`src/design/mcu14_pkg.sv`:
```
// Package of constants and types for the 14-bit instruction core.
package mcu14_pkg;
   // Oscillator periods in one instruction cycle.
   localparam int unsigned CLOCKS_PER_CYCLE = 4;
   localparam logic [12:0] RESET_PC = 13'h0000;

   typedef struct packed {
      logic timeout_flag;
      logic powerdown_flag;
      logic z;
      logic digit_carry;
      logic c;
   } mcu14_status_s;
   localparam mcu14_status_s STATUS_RESET = 5'h18;

   // Instruction groups in bits 13:12.
   localparam logic [1:0] GRP_BYTE = 2'h0;
   localparam logic [1:0] GRP_BIT = 2'h1;
   localparam logic [1:0] GRP_JUMP = 2'h2;
   localparam logic [1:0] GRP_LIT = 2'h3;

   // Byte-oriented operation codes in bits 11:8.
   localparam logic [3:0] OP_MISC = 4'h0;
   localparam logic [3:0] OP_CLR = 4'h1;
   localparam logic [3:0] OP_SUB = 4'h2;
   localparam logic [3:0] OP_DEC = 4'h3;
   localparam logic [3:0] OP_IOR = 4'h4;
   localparam logic [3:0] OP_AND = 4'h5;
   localparam logic [3:0] OP_XOR = 4'h6;
   localparam logic [3:0] OP_ADD = 4'h7;
   localparam logic [3:0] OP_MOVE = 4'h8;
   localparam logic [3:0] OP_COMPL = 4'h9;
   localparam logic [3:0] OP_INC = 4'ha;
   localparam logic [3:0] OP_DECSZ = 4'hb;
   localparam logic [3:0] OP_ROR = 4'hc;
   localparam logic [3:0] OP_ROL = 4'hd;
   localparam logic [3:0] OP_SWAP = 4'he;
   localparam logic [3:0] OP_INCSZ = 4'hf;

   // Bit-oriented operation codes in bits 11:10.
   localparam logic [1:0] BOP_CLR = 2'h0;
   localparam logic [1:0] BOP_SET = 2'h1;
   localparam logic [1:0] BOP_TSC = 2'h2;
   localparam logic [1:0] BOP_TSS = 2'h3;

   // Control codes in bits 7:0 of the miscellaneous group.
   localparam logic [7:0] CTL_RETURN = 8'h08;
   localparam logic [7:0] CTL_IRQ_RETURN = 8'h09;
   localparam logic [7:0] CTL_SLEEP = 8'h63;
   localparam logic [7:0] CTL_WDOG_CLR = 8'h64;

   // Literal operation codes in bits 11:8.
   localparam logic [1:0] LOP_MOVE = 2'h0;
   localparam logic [1:0] LOP_RET = 2'h1;
   localparam logic [3:0] LOP_IOR = 4'h8;
   localparam logic [3:0] LOP_AND = 4'h9;
   localparam logic [3:0] LOP_XOR = 4'ha;
   localparam logic [2:0] LOP_SUB = 3'h6;
   localparam logic [2:0] LOP_ADD = 3'h7;

   // Special file addresses.
   localparam logic [6:0] FA_TIMER0 = 7'h01;
   localparam logic [6:0] FA_PCL = 7'h02;
   localparam logic [6:0] FA_STATUS = 7'h03;
   localparam logic [6:0] FA_PORT = 7'h05;
   localparam logic [6:0] FA_PAGE_LATCH = 7'h0a;
   localparam logic [6:0] FA_IRQCTL = 7'h0b;
   localparam int unsigned IRQ_ENABLE_BIT = 7;

   // Register bus map and fields.
   localparam logic [11:0] REG_CTRL = 12'h000;
   localparam logic [11:0] REG_CORE = 12'h004;
   localparam logic [11:0] REG_PC = 12'h008;
   localparam int unsigned CTRL_RUN_BIT = 0;
   localparam int unsigned CTRL_PSA_BIT = 1;
   localparam int unsigned CTRL_WAKE_BIT = 2;
   localparam int unsigned CORE_STATUS_LSB = 8;
   localparam int unsigned CORE_SLEEP_BIT = 16;
endpackage : mcu14_pkg

```
`src/design/mcu14_core.sv`:
```
// Instruction decoder and executor for the 14-bit microcontroller core.
`timescale 1ns/100ps
module mcu14_core #(
   parameter int unsigned STACK_DEPTH = 8
) (
   input wire logic mclk,
   input wire logic reset,
   input wire logic psel,
   input wire logic penable,
   input wire logic pwrite,
   input wire logic [11:0] paddr,
   input wire logic [31:0] pwdata,
   output logic [31:0] prdata,
   output logic pready,
   output logic pslverr,
   output logic [12:0] prog_addr,
   input wire logic [13:0] prog_data,
   input wire logic [7:0] port_pins,
   output logic [7:0] port_out,
   output logic prescaler_clear,
   output logic watchdog_clear,
   output logic osc_stop
);
   localparam int unsigned SPW = $clog2(STACK_DEPTH);
   localparam logic [1:0] LAST_PHASE = 2'(mcu14_pkg::CLOCKS_PER_CYCLE - 1);

   logic [1:0] phase;
   logic [12:0] pc;
   logic [12:0] stack [STACK_DEPTH];
   logic [SPW-1:0] sp;
   logic dummy;
   logic [7:0] w;
   mcu14_pkg::mcu14_status_s st;
   logic [7:0] file_mem [128];
   logic [7:0] pclatch;
   logic [7:0] irqctl;
   logic [7:0] pin_meta;
   logic [7:0] pin_sync;
   logic sleeping;
   logic run;
   logic psa;
   logic wake;
   logic exec;
   logic do_exec;
   logic [13:0] instr;
   logic [1:0] group;
   logic [3:0] op;
   logic dbit;
   logic [6:0] fa;
   logic [2:0] bidx;
   logic [7:0] lit;
   logic [7:0] fval;
   logic [7:0] opnd;
   logic [8:0] sum9;
   logic [4:0] sumdc;
   logic [8:0] diff9;
   logic [4:0] diffdc;
   logic [7:0] res;
   logic wr_w;
   logic wr_f;
   logic upd_z;
   logic upd_c;
   logic upd_digit;
   logic new_c;
   logic new_digit;
   logic skip;
   logic jump;
   logic push;
   logic pop;
   logic gie_set;
   logic sleep_op;
   logic wdt_op;

   // Instruction fields; memory output is sampled at the last phase.
   assign instr = prog_data;
   assign group = instr[13:12];
   assign op = instr[11:8];
   assign dbit = instr[7];
   assign fa = instr[6:0];
   assign bidx = instr[9:7];
   assign lit = instr[7:0];
   assign prog_addr = pc;
   assign exec = run && !sleeping && (phase == LAST_PHASE);
   assign do_exec = exec && !dummy;

   // File operand read; the port reads the synchronised pins.
   always_comb begin
      unique case (fa)
         mcu14_pkg::FA_PCL: fval = pc[7:0];
         mcu14_pkg::FA_STATUS: fval = {3'h0, st};
         mcu14_pkg::FA_PORT: fval = pin_sync;
         mcu14_pkg::FA_PAGE_LATCH: fval = pclatch;
         mcu14_pkg::FA_IRQCTL: fval = irqctl;
         default: fval = file_mem[fa];
      endcase
   end

   // Adder and subtractor shared by file and literal forms.
   assign opnd = (group == mcu14_pkg::GRP_LIT) ? lit : fval;
   assign sum9 = {1'b0, w} + {1'b0, opnd};
   assign sumdc = {1'b0, w[3:0]} + {1'b0, opnd[3:0]};
   assign diff9 = {1'b0, opnd} + {1'b0, ~w} + 9'h001;
   assign diffdc = {1'b0, opnd[3:0]} + {1'b0, ~w[3:0]} + 5'h01;

   // Decode and compute result, destination, flags and flow control.
   always_comb begin
      res = 8'h00;
      wr_w = 1'b0;
      wr_f = 1'b0;
      upd_z = 1'b0;
      upd_c = 1'b0;
      upd_digit = 1'b0;
      new_c = st.c;
      new_digit = st.digit_carry;
      skip = 1'b0;
      jump = 1'b0;
      push = 1'b0;
      pop = 1'b0;
      gie_set = 1'b0;
      sleep_op = 1'b0;
      wdt_op = 1'b0;
      unique case (group)
         mcu14_pkg::GRP_BYTE: begin
            wr_w = !dbit;
            wr_f = dbit;
            upd_z = 1'b1;
            unique case (op)
               mcu14_pkg::OP_MISC: begin
                  res = w;
                  wr_w = 1'b0;
                  upd_z = 1'b0;
                  if (!dbit) begin
                     unique case (lit)
                        mcu14_pkg::CTL_RETURN: pop = 1'b1;
                        mcu14_pkg::CTL_IRQ_RETURN: begin
                           pop = 1'b1;
                           gie_set = 1'b1;
                        end
                        mcu14_pkg::CTL_SLEEP: sleep_op = 1'b1;
                        mcu14_pkg::CTL_WDOG_CLR: wdt_op = 1'b1;
                        default: pop = 1'b0; // No-operation
                     endcase
                  end
               end
               mcu14_pkg::OP_CLR: res = 8'h00;
               mcu14_pkg::OP_SUB: begin
                  res = diff9[7:0];
                  {upd_c, upd_digit} = 2'h3;
                  new_c = diff9[8];
                  new_digit = diffdc[4];
               end
               mcu14_pkg::OP_DEC: res = fval - 8'h01;
               mcu14_pkg::OP_IOR: res = w | fval;
               mcu14_pkg::OP_AND: res = w & fval;
               mcu14_pkg::OP_XOR: res = w ^ fval;
               mcu14_pkg::OP_ADD: begin
                  res = sum9[7:0];
                  {upd_c, upd_digit} = 2'h3;
                  new_c = sum9[8];
                  new_digit = sumdc[4];
               end
               mcu14_pkg::OP_MOVE: res = fval;
               mcu14_pkg::OP_COMPL: res = ~fval;
               mcu14_pkg::OP_INC: res = fval + 8'h01;
               mcu14_pkg::OP_DECSZ: begin
                  res = fval - 8'h01;
                  upd_z = 1'b0;
                  skip = (res == 8'h00);
               end
               mcu14_pkg::OP_ROR: begin
                  res = {st.c, fval[7:1]};
                  upd_z = 1'b0;
                  upd_c = 1'b1;
                  new_c = fval[0];
               end
               mcu14_pkg::OP_ROL: begin
                  res = {fval[6:0], st.c};
                  upd_z = 1'b0;
                  upd_c = 1'b1;
                  new_c = fval[7];
               end
               mcu14_pkg::OP_SWAP: begin
                  res = {fval[3:0], fval[7:4]};
                  upd_z = 1'b0;
               end
               mcu14_pkg::OP_INCSZ: begin
                  res = fval + 8'h01;
                  upd_z = 1'b0;
                  skip = (res == 8'h00);
               end
            endcase
         end
         mcu14_pkg::GRP_BIT: begin
            res = fval;
            res[bidx] = (op[3:2] == mcu14_pkg::BOP_SET);
            wr_f = !op[3];
            if (op[3]) begin
               // Skip when the tested bit matches the form.
               skip = (fval[bidx] == (op[3:2] == mcu14_pkg::BOP_TSS));
            end
         end
         mcu14_pkg::GRP_JUMP: begin
            jump = 1'b1;
            push = !instr[11];
         end
         mcu14_pkg::GRP_LIT: begin
            wr_w = 1'b1;
            upd_z = 1'b1;
            if (op[3:2] == mcu14_pkg::LOP_MOVE) begin
               res = lit;
               upd_z = 1'b0;
            end else if (op[3:2] == mcu14_pkg::LOP_RET) begin
               res = lit;
               upd_z = 1'b0;
               pop = 1'b1;
            end else if (op == mcu14_pkg::LOP_IOR) begin
               res = w | lit;
            end else if (op == mcu14_pkg::LOP_AND) begin
               res = w & lit;
            end else if (op == mcu14_pkg::LOP_XOR) begin
               res = w ^ lit;
            end else if (op[3:1] == mcu14_pkg::LOP_SUB) begin
               res = diff9[7:0];
               {upd_c, upd_digit} = 2'h3;
               new_c = diff9[8];
               new_digit = diffdc[4];
            end else if (op[3:1] == mcu14_pkg::LOP_ADD) begin
               res = sum9[7:0];
               {upd_c, upd_digit} = 2'h3;
               new_c = sum9[8];
               new_digit = sumdc[4];
            end else begin
               wr_w = 1'b0;
               upd_z = 1'b0;
            end
         end
      endcase
   end

   // Oscillator phase counter; four clocks make one instruction cycle.
   always_ff @(posedge mclk) begin
      if (reset || !run || sleeping) begin
         phase <= 2'h0;
      end else begin
         phase <= phase + 2'h1;
      end
   end

   // Program counter, return stack and the dummy second cycle.
   always_ff @(posedge mclk) begin
      if (reset) begin
         pc <= mcu14_pkg::RESET_PC;
         sp <= '0;
         dummy <= 1'b0;
      end else if (exec) begin
         dummy <= 1'b0;
         if (!dummy) begin
            pc <= pc + 13'h0001;
            if (jump) begin
               pc <= {pclatch[4:3], instr[10:0]};
               dummy <= 1'b1;
               if (push) begin
                  stack[sp] <= pc + 13'h0001;
                  sp <= sp + 1'b1;
               end
            end else if (pop) begin
               pc <= stack[sp - 1'b1];
               sp <= sp - 1'b1;
               dummy <= 1'b1;
            end else if (skip) begin
               pc <= pc + 13'h0002;
               dummy <= 1'b1;
            end else if (wr_f && fa == mcu14_pkg::FA_PCL) begin
               pc <= {pclatch[4:0], res};
               dummy <= 1'b1;
            end
         end
      end
   end

   // Working register.
   always_ff @(posedge mclk) begin
      if (reset) begin
         w <= 8'h00;
      end else if (do_exec && wr_w) begin
         w <= res;
      end
   end

   // Status flags; flag updates take priority over a direct write.
   always_ff @(posedge mclk) begin
      if (reset) begin
         st <= mcu14_pkg::STATUS_RESET;
      end else if (do_exec) begin
         if (wr_f && fa == mcu14_pkg::FA_STATUS) begin
            {st.z, st.digit_carry, st.c} <= res[2:0];
         end
         if (upd_z) begin
            st.z <= (res == 8'h00);
         end
         if (upd_c) begin
            st.c <= new_c;
         end
         if (upd_digit) begin
            st.digit_carry <= new_digit;
         end
         if (wdt_op) begin
            st.timeout_flag <= 1'b1;
            st.powerdown_flag <= 1'b1;
         end
         if (sleep_op) begin
            st.timeout_flag <= 1'b1;
            st.powerdown_flag <= 1'b0;
         end
      end
   end

   // General file memory.
   always_ff @(posedge mclk) begin
      if (do_exec && wr_f && fa != mcu14_pkg::FA_PCL &&
          fa != mcu14_pkg::FA_STATUS && fa != mcu14_pkg::FA_PORT &&
          fa != mcu14_pkg::FA_PAGE_LATCH && fa != mcu14_pkg::FA_IRQCTL) begin
         file_mem[fa] <= res;
      end
   end

   // Special file registers: page latch, interrupt control, port latch.
   always_ff @(posedge mclk) begin
      if (reset) begin
         pclatch <= 8'h00;
         irqctl <= 8'h00;
         port_out <= 8'h00;
      end else if (do_exec) begin
         if (wr_f && fa == mcu14_pkg::FA_PAGE_LATCH) begin
            pclatch <= res;
         end
         if (wr_f && fa == mcu14_pkg::FA_IRQCTL) begin
            irqctl <= res;
         end
         if (gie_set) begin
            irqctl[mcu14_pkg::IRQ_ENABLE_BIT] <= 1'b1;
         end
         if (wr_f && fa == mcu14_pkg::FA_PORT) begin
            port_out <= res;
         end
      end
   end

   // One-cycle pulses to the timer prescaler and the watchdog.
   always_ff @(posedge mclk) begin
      if (reset) begin
         prescaler_clear <= 1'b0;
         watchdog_clear <= 1'b0;
      end else begin
         prescaler_clear <= do_exec && wr_f && psa &&
                            fa == mcu14_pkg::FA_TIMER0;
         watchdog_clear <= do_exec && (wdt_op || sleep_op);
      end
   end

   // Standby state; a sleep in the same cycle as a wake request wins.
   always_ff @(posedge mclk) begin
      if (reset) begin
         sleeping <= 1'b0;
      end else if (do_exec && sleep_op) begin
         sleeping <= 1'b1;
      end else if (wake) begin
         sleeping <= 1'b0;
      end
   end
   assign osc_stop = sleeping;

   // Two-flop synchroniser for the port pins.
   always_ff @(posedge mclk) begin
      if (reset) begin
         pin_meta <= 8'h00;
         pin_sync <= 8'h00;
      end else begin
         pin_meta <= port_pins;
         pin_sync <= pin_meta;
      end
   end

   // Bus slave: control writes taken in the access cycle, read data captured in the setup cycle.
   assign pready = 1'b1;
   always_ff @(posedge mclk) begin
      if (reset) begin
         run <= 1'b0;
         psa <= 1'b0;
         wake <= 1'b0;
         prdata <= 32'h0000_0000;
         pslverr <= 1'b0;
      end else begin
         wake <= 1'b0;
         if (psel && !penable) begin
            prdata <= 32'h0000_0000;
            pslverr <= 1'b0;
            unique case (paddr)
               mcu14_pkg::REG_CTRL: begin
                  prdata[mcu14_pkg::CTRL_RUN_BIT] <= run;
                  prdata[mcu14_pkg::CTRL_PSA_BIT] <= psa;
               end
               mcu14_pkg::REG_CORE: begin
                  prdata[7:0] <= w;
                  prdata[mcu14_pkg::CORE_STATUS_LSB +: 5] <= st;
                  prdata[mcu14_pkg::CORE_SLEEP_BIT] <= sleeping;
               end
               mcu14_pkg::REG_PC: prdata[12:0] <= pc;
               default: pslverr <= 1'b1;
            endcase
         end
         if (psel && penable && pwrite && paddr == mcu14_pkg::REG_CTRL) begin
            run <= pwdata[mcu14_pkg::CTRL_RUN_BIT];
            psa <= pwdata[mcu14_pkg::CTRL_PSA_BIT];
            wake <= pwdata[mcu14_pkg::CTRL_WAKE_BIT];
         end
      end
   end
endmodule : mcu14_core

```
`config.mk`:
```
export PLATFORM = sky130hd
export DESIGN_NAME = mcu14_core
export DESIGN_NICKNAME = d
export VERILOG_FILES = /design/src/design/mcu14_pkg.sv /design/src/design/mcu14_core.sv
export SDC_FILE = /design/constraint.sdc
export NUM_CORES = 1
export LEC_CHECK = 0
export BUFFER_PORTS_ARGS = -buffer_cell sky130_fd_sc_hd__buf_4
export CORE_MARGIN = 2
export CORE_UTILIZATION = 60
export CTS_CLUSTER_SIZE = 14
export DETAILED_ROUTE_END_ITERATION = 6
export GPL_TIMING_DRIVEN = 1
export PLACE_DENSITY = 0.77
export SLEW_MARGIN = 25
export SYNTH_ARGS = -nofsm -noshare
export SYNTH_HDL_FRONTEND = slang
export SYNTH_SLANG_ARGS = --single-unit
```
`constraint.sdc`:
```
create_clock -name mclk -period 13.5 [get_ports mclk]
set_input_delay 0.675 -clock mclk [delete_from_list [all_inputs] [get_ports mclk]]
set_output_delay 0.675 -clock mclk [all_outputs]
set_load 0.05 [all_outputs]
```
==> results of run 1 <==
==> area by class of cell <==
| cell class | instances | area [µm²] | area share [%] |
|---|---|---|---|
| Antenna cell | 1 | 2.502 | 0.004312 |
| Clock buffer | 150 | 3070 | 5.290 |
| Clock inverter | 67 | 598.1 | 1.031 |
| Inverter | 56 | 215.2 | 0.3708 |
| Multi-Input combinational cell | 1867 | 15760 | 27.16 |
| Sequential cell | 1220 | 35720 | 61.54 |
| Tap cell | 1155 | 1445 | 2.490 |
| Timing Repair Buffer | 154 | 1224 | 2.108 |
==> power by group <==
group	internal (mW)	leakage [nW]	switching, mW
combinational	0.187	6.33	0.484
clock	1.74	1.78	1.39
sequential	4.22	11.2	0.00624
==> Yosys cell counts (24+ instances only) <==
cell type     n
nor3_1       58
dfxtp_1      92
a31oi_1      26
inv_1        44
mux2i_1     162
xnor2_1      24
a21oi_1     124
ha_1         63
o221ai_1     38
a22o_1       26
nor2_1      265
nand2_1     165
mux4_2      213
buf_2        40
buf_4        43
o21ai_0      63
mux2_2       30
nand3_1      63
clkbuf_1    110
a211oi_1     42
edfxtp_1   1128
nor2b_1      36
a22oi_1      57
a221oi_1     26
==> kinds of logic (layout without fill, tap and decap cells) <==
group,after synthesis,after routing,share of synthesized area (%)
compound gates,567,567,7.654
xor+xnor,35,35,0.5826
fa+ha+maj,65,65,1.574
buf+inv,288,427,2.775
flops,1220,1220,67.87
mux,406,406,12.86
other cells,2,60,0.01427
simple gates,735,735,6.665
==> metrics by stage <==
stage | area (µm²) | total power [mW] | instances
after floorplan | 52830 | 4.735 | 3375
after global placement | 54330 | 4.934 | 4452
after detailed placement | 54350 | 4.957 | 4452
after CTS | 58020 | 8.032 | 4669
after global routing | 58030 | 8.210 | 4669
final | 58040 | 8.033 | 4670
==> worst max path at each step <==
stage                                 endpoint  slack [ns]  cells after the start
floorplan             file_mem[0][7]$_DFFE_PP_        3.62                     23
global placement    file_mem[104][6]$_DFFE_PP_        3.86                     25
detailed placement   file_mem[97][7]$_DFFE_PP_        3.77                     23
CTS                  file_mem[79][7]$_DFFE_PP_        4.47                     23
global route        file_mem[104][6]$_DFFE_PP_        3.76                     25
finish              file_mem[107][6]$_DFFE_PP_        4.28                     25
==> routing by layer <==
layer | share of wire (%) | global-route usage [%] | vias up
li1 | - | - | 13320
met3 | 12 | 7.016 | 442
met2 | 46 | 48.41 | 2325
met5 | 0.0097 | 0 | -
met1 | 38 | 45.18 | 16130
met4 | 4.7 | 13.05 | 2
==> state kept, by name, summed over array words and instances, names as in the netlist, 4 cells and up <==
name and cells:
stack 104, pin_meta 8, prdata 14, irqctl 8, pin_sync 8, prog_addr 13, port_out 8, file_mem 1024
pclatch 8, st 4, w 8
==> impl_metrics.py, run 1 <==
metrics = {
    "clocking": {
        "clk_latency_ns": 0.74,
        "clk_path_buf_depth": 3,
        "ctsResizeCount": 0,
        "cts_sinks": 1220,
        "numCtsBuffers": 115,
        "cts_setup_buffers": 0,
        "tritoncts": "yes",
        "path_clk_slew_ns": 0.06,
        "htreeDepth": 3,
        "clockRootBuffer": "clkbuf_16",
        "ctsHoldBuffers": 0,
    },
    "floorplanning": {
        "initial_core_util_pct": 60.56,
        "io-pin-count": 129,
        "fp.coreArea_mm2": 0.08689,
        "num_rows": 108,
        "die_area_mm2": 0.09008,
        "die_h_um": 300.1,
        "die_x_um": 300.1,
    },
    "synthesis": {
        "synth_area_leaders": "edfxtp_1 64%, mux4_2 9.1%, dfxtp_1 3.5%",
        "ys.flop_type": "edfxtp_1",
        "synth_warnings": 0,
        "async_flop_share_pct": 0,
        "netlist.top_cell.by_area": "edfxtp_1",
        "synthDistinctLibCells": 102,
        "yosysTopAreaCellShare_pct": 64.37,
        "yosysSeqAreaShare_pct": 67.87,
        "synth_seq_cells": 1220,
        "synthCells": 3318,
        "synth-edff-count": 1128,
        "synth_area_mm2": 0.05262,
        "postSynthAreaPerCell_um2": 15.86,
    },
    "worst_hold_path": {
        "hold-path-cell-count": 2,
        "min_path_type": "input pin to register",
        "min_to": "pin_meta[0]$_SDFF_PP0_",
        "min_from": "port_pins[0]",
    },
    "critical_path": {
        "crit_path_max_fanout": 107,
        "required_ns": 13.79,
        "worstPathArrival_ns": 9.51,
        "cp_top_family": "compound AO/OA/AOI/OAI gates",
        "path_class": "input pin to register",
        "worstReg2RegEnd": "file_mem[107][6]$_DFFE_PP_",
        "max_stage_delay_ns": 0.67,
        "crit_buf_inv": 6,
        "cpMostUsedCell": "a21oi_1",
        "end_kind": "register",
        "r2r_start": "file_mem[31][0]$_DFFE_PP_",
        "cp-startpoint": "prog_data[1]",
        "slowest_stage": "nor4_1",
        "rrSetupSlack_ns": 5.04,
        "start_kind": "input pin",
        "ff2ff_path_depth": 23,
    },
    "place": {
        "gp_congestion": 0.9490,
        "dp_hpwl_um": 89100,
        "dp_slack_ns": 3.772,
        "portBuffers": 80,
    },
    "timing": {
        "skew_ns": 0.06379,
        "maxSlewViolCount": 0,
        "slew_headroom_pct": 24.59,
        "rsz0062_at_grt": "no",
        "whs_ns": 0.2038,
        "period_needed_ns": 9.221,
        "max_freq_mhz": 108.4,
        "finalCritPeriodShare_pct": 68.30,
        "fin_ws_ns": 4.279,
        "hold_viol": 0,
        "tightest_slew_ns": 1.131,
        "setup_viol": 0,
        "tns_ns": 0,
    },
    "final_layout": {
        "area_delta_synth_final_pct": 10.30,
        "final_nets": 3550,
        "final_cell_mix": "1128 x edfxtp_1, 262 x nor2_1, 213 x mux4_2",
        "utilization_pct": 66.79,
        "drive_above_1_share_pct": 17.39,
        "final_common_cell": "edfxtp_1",
        "nFillCells": 5677,
    },
    "run_status": {
        "outcome": "completed",
    },
    "drt": {
        "route.vias.total": 32220,
        "first_iter_violations": 4575,
        "drtAntennaViolNets": 0,
        "wl_per_cell_um": 30.78,
        "postRouteWirelength_um": 143700,
        "remaining_drc_errors": 0,
        "vias_per_cell": 6.900,
        "firstDrtPassIters": 6,
    },
    "global_routing": {
        "grt_overflow_total": 0,
        "grt_pass1_wl_um": 209700,
        "track_usage_pct": 31.81,
        "grt_max_degree": 113,
        "first_global_vias": 31310,
        "antenna_found_initial": 2,
    },
    "pwr": {
        "p_leak_nw": 19.34,
        "power_density_mw_per_mm2": 138.4,
        "ir_worst_vdd_mv": 0.1098,
    },
    "job": {
        "cap_violations": 0,
    },
}
(Power assumes the default switching activity.)
==> run 2, diff against run 1 <==
- clock period: 13.5 -> 9 ns (I/O delays scaled with it)
==> impl_metrics.py, run 2 (synthesis results as in run 1) <==
metrics = {
    "run_status": {
        "outcome": "finished with violations",
        "violations": "DRC",
    },
    "final_layout": {
        "nFillCells": 5578,
        "drive_above_1_share_pct": 18.71,
        "antenna_cells": 0,
        "final_nets": 3609,
        "area_delta_synth_final_pct": 11.44,
        "largest_register_ffs": 1024,
        "largest_register": "file_mem",
        "final_cell_mix": "1128 x edfxtp_1, 262 x nor2_1, 213 x mux4_2",
        "top_regs": "file_mem (1024), stack (104), prdata (14)",
        "final_common_cell": "edfxtp_1",
        "final_design_area_no_fill_mm2": 0.05864,
    },
    "global_routing": {
        "track_usage_pct": 32.86,
        "grt_pass1_wl_um": 215100,
        "grt_overflow_total": 0,
        "grt_max_degree": 120,
        "first_global_vias": 32100,
        "antenna_found_initial": 1,
    },
    "place": {
        "dp_hpwl_um": 93810,
        "placed_area_mm2": 0.05478,
        "portBuffers": 80,
        "gp_congestion": 0.9393,
    },
    "clocking": {
        "clk_path_buf_depth": 3,
        "cts_sinks": 1220,
        "numCtsBuffers": 114,
        "ctsResizeCount": 0,
        "htreeDepth": 3,
        "path_clk_slew_ns": 0.07,
        "ctsHoldBuffers": 9,
        "clockRootBuffer": "clkbuf_16",
        "clk_latency_ns": 0.72,
        "cts_setup_buffers": 0,
        "tritoncts": "yes",
    },
    "timing": {
        "tns_ns": 0,
        "rsz0062_at_grt": "no",
        "finalCritPeriodShare_pct": 90.07,
        "slew_headroom_pct": 24.45,
        "tightest_slew_ns": 1.129,
        "maxSlewViolCount": 0,
        "period_needed_ns": 8.107,
        "max_freq_mhz": 123.4,
        "whs_ns": 0.02861,
        "hold_viol": 0,
        "setup_viol": 0,
        "skew_ns": 0.04571,
    },
    "drt": {
        "first_iter_violations": 4858,
        "firstDrtPassIters": 7,
        "highest-signal-layer": "met5",
        "wl_per_cell_um": 31.24,
        "wl_met1_um": 53390,
        "remaining_drc_errors": 19,
        "route.vias.total": 32650,
        "vias_per_cell": 6.911,
        "drtAntennaViolNets": 0,
        "wl_met2_um": 68580,
        "postRouteWirelength_um": 147600,
        "met3_length_um": 18090,
    },
    "pwr": {
        "total_power_mw": 12.14,
        "power_density_mw_per_mm2": 207.0,
        "p_leak_nw": 19.66,
        "ir_worst_vdd_mv": 0.1903,
    },
    "critical_path": {
        "slowest_stage": "a2111oi_0",
        "path_class": "input pin to register",
        "cp_top_family": "compound AO/OA/AOI/OAI gates",
        "end_kind": "register",
        "crit_path_max_fanout": 72,
        "start_kind": "input pin",
        "crit_buf_inv": 6,
        "worstPathArrival_ns": 8.48,
        "max_stage_delay_ns": 0.66,
        "required_ns": 9.38,
    },
    "job": {
        "cap_violations": 0,
    },
    "floorplanning": {
        "die_area_mm2": 0.09008,
        "die_x_um": 300.1,
        "die_h_um": 300.1,
        "initial_core_util_pct": 60.56,
        "io-pin-count": 129,
        "num_rows": 108,
        "fp.coreArea_mm2": 0.08689,
    },
    "worst_hold_path": {
        "min_path_type": "input pin to register",
    },
}
-- run 2: changes by cell type in the layout (fill, tap and decap cells not counted), moves of 2 or more --
cell,before,now
bufinv_16,7,11
clkinv_1,34,30
clkinv_2,22,25
buf_4,145,192
inv_6,2,0
clkbuf_8,4,0
buf_12,3,10
clkinvlp_4,3,6
buf_6,4,0
clkbuf_1,30,26
dlygate4sd3_1,0,9
-- run 2: final timing paths --
kind                              startpoint                          to  slack, ns  depth (start not counted)
setup / recovery                prog_data[0]  file_mem[117][6]$_DFFE_PP_       0.89                         25
hold / removal                     pwdata[2]             wake$_SDFF_PP0_       0.03                          2
setup reg to reg  file_mem[103][0]$_DFFE_PP_  file_mem[117][6]$_DFFE_PP_       1.13                         24
hold reg to reg          phase[0]$_SDFF_PP0_         phase[0]$_SDFF_PP0_       0.44                          1
-- run 2: area by class of cell --
cell class / instances / area (µm²) / share of cell area [%]
clock buffer: 141 / 2975 / 5.074
clock inverter: 72 / 724.4 / 1.235
inverter: 56 / 215.2 / 0.3670
multi-input combinational: 1867 / 15770 / 26.90
sequential: 1220 / 35720 / 60.91
tap: 1155 / 1445 / 2.464
timing repair buffer: 214 / 1789 / 3.051
-- run 2: power breakdown --
| group | internal [mW] | switching [mW] |
|---|---|---|
| Combinational | 0.317 | 0.741 |
| Clock | 2.67 | 2.08 |
| Sequential | 6.32 | 0.00942 |
| Total | 9.31 | 2.83 |
-- run 2: stage by stage --
| stage | setup slack, ns | instances | utilization [%] |
|---|---|---|---|
| floorplan | 0.01826 | 3375 | - |
| global placement | 0.5001 | 4501 | 63.05 |
| detailed placement | 0.5099 | 4501 | 63.05 |
| CTS | 1.215 | 4723 | 67.41 |
| global route | 0.7500 | 4725 | 67.49 |
| finish | 0.8935 | 4725 | 67.49 |
-- run 2: routing by layer --
metal  vias to the layer above  GRT usage, %
met4                         2         15.37
met5                         -             0
met3                       443         7.681
met1                     16370         44.69
li1                      13470             -
met2                      2376         50.93
-- run 2: worst reg2reg max path: cells and delay by family, from the launching register on --
kind	cells	cell delay, ns
adders and majority gates	2	0.69
and+or+nand+nor	4	1.29
DFF	1	0.37
AOI/OAI and AO/OA	11	3.62
muxes	1	0.50
xor gates and xnor gates	1	0.12
buffers and inverters	5	0.89
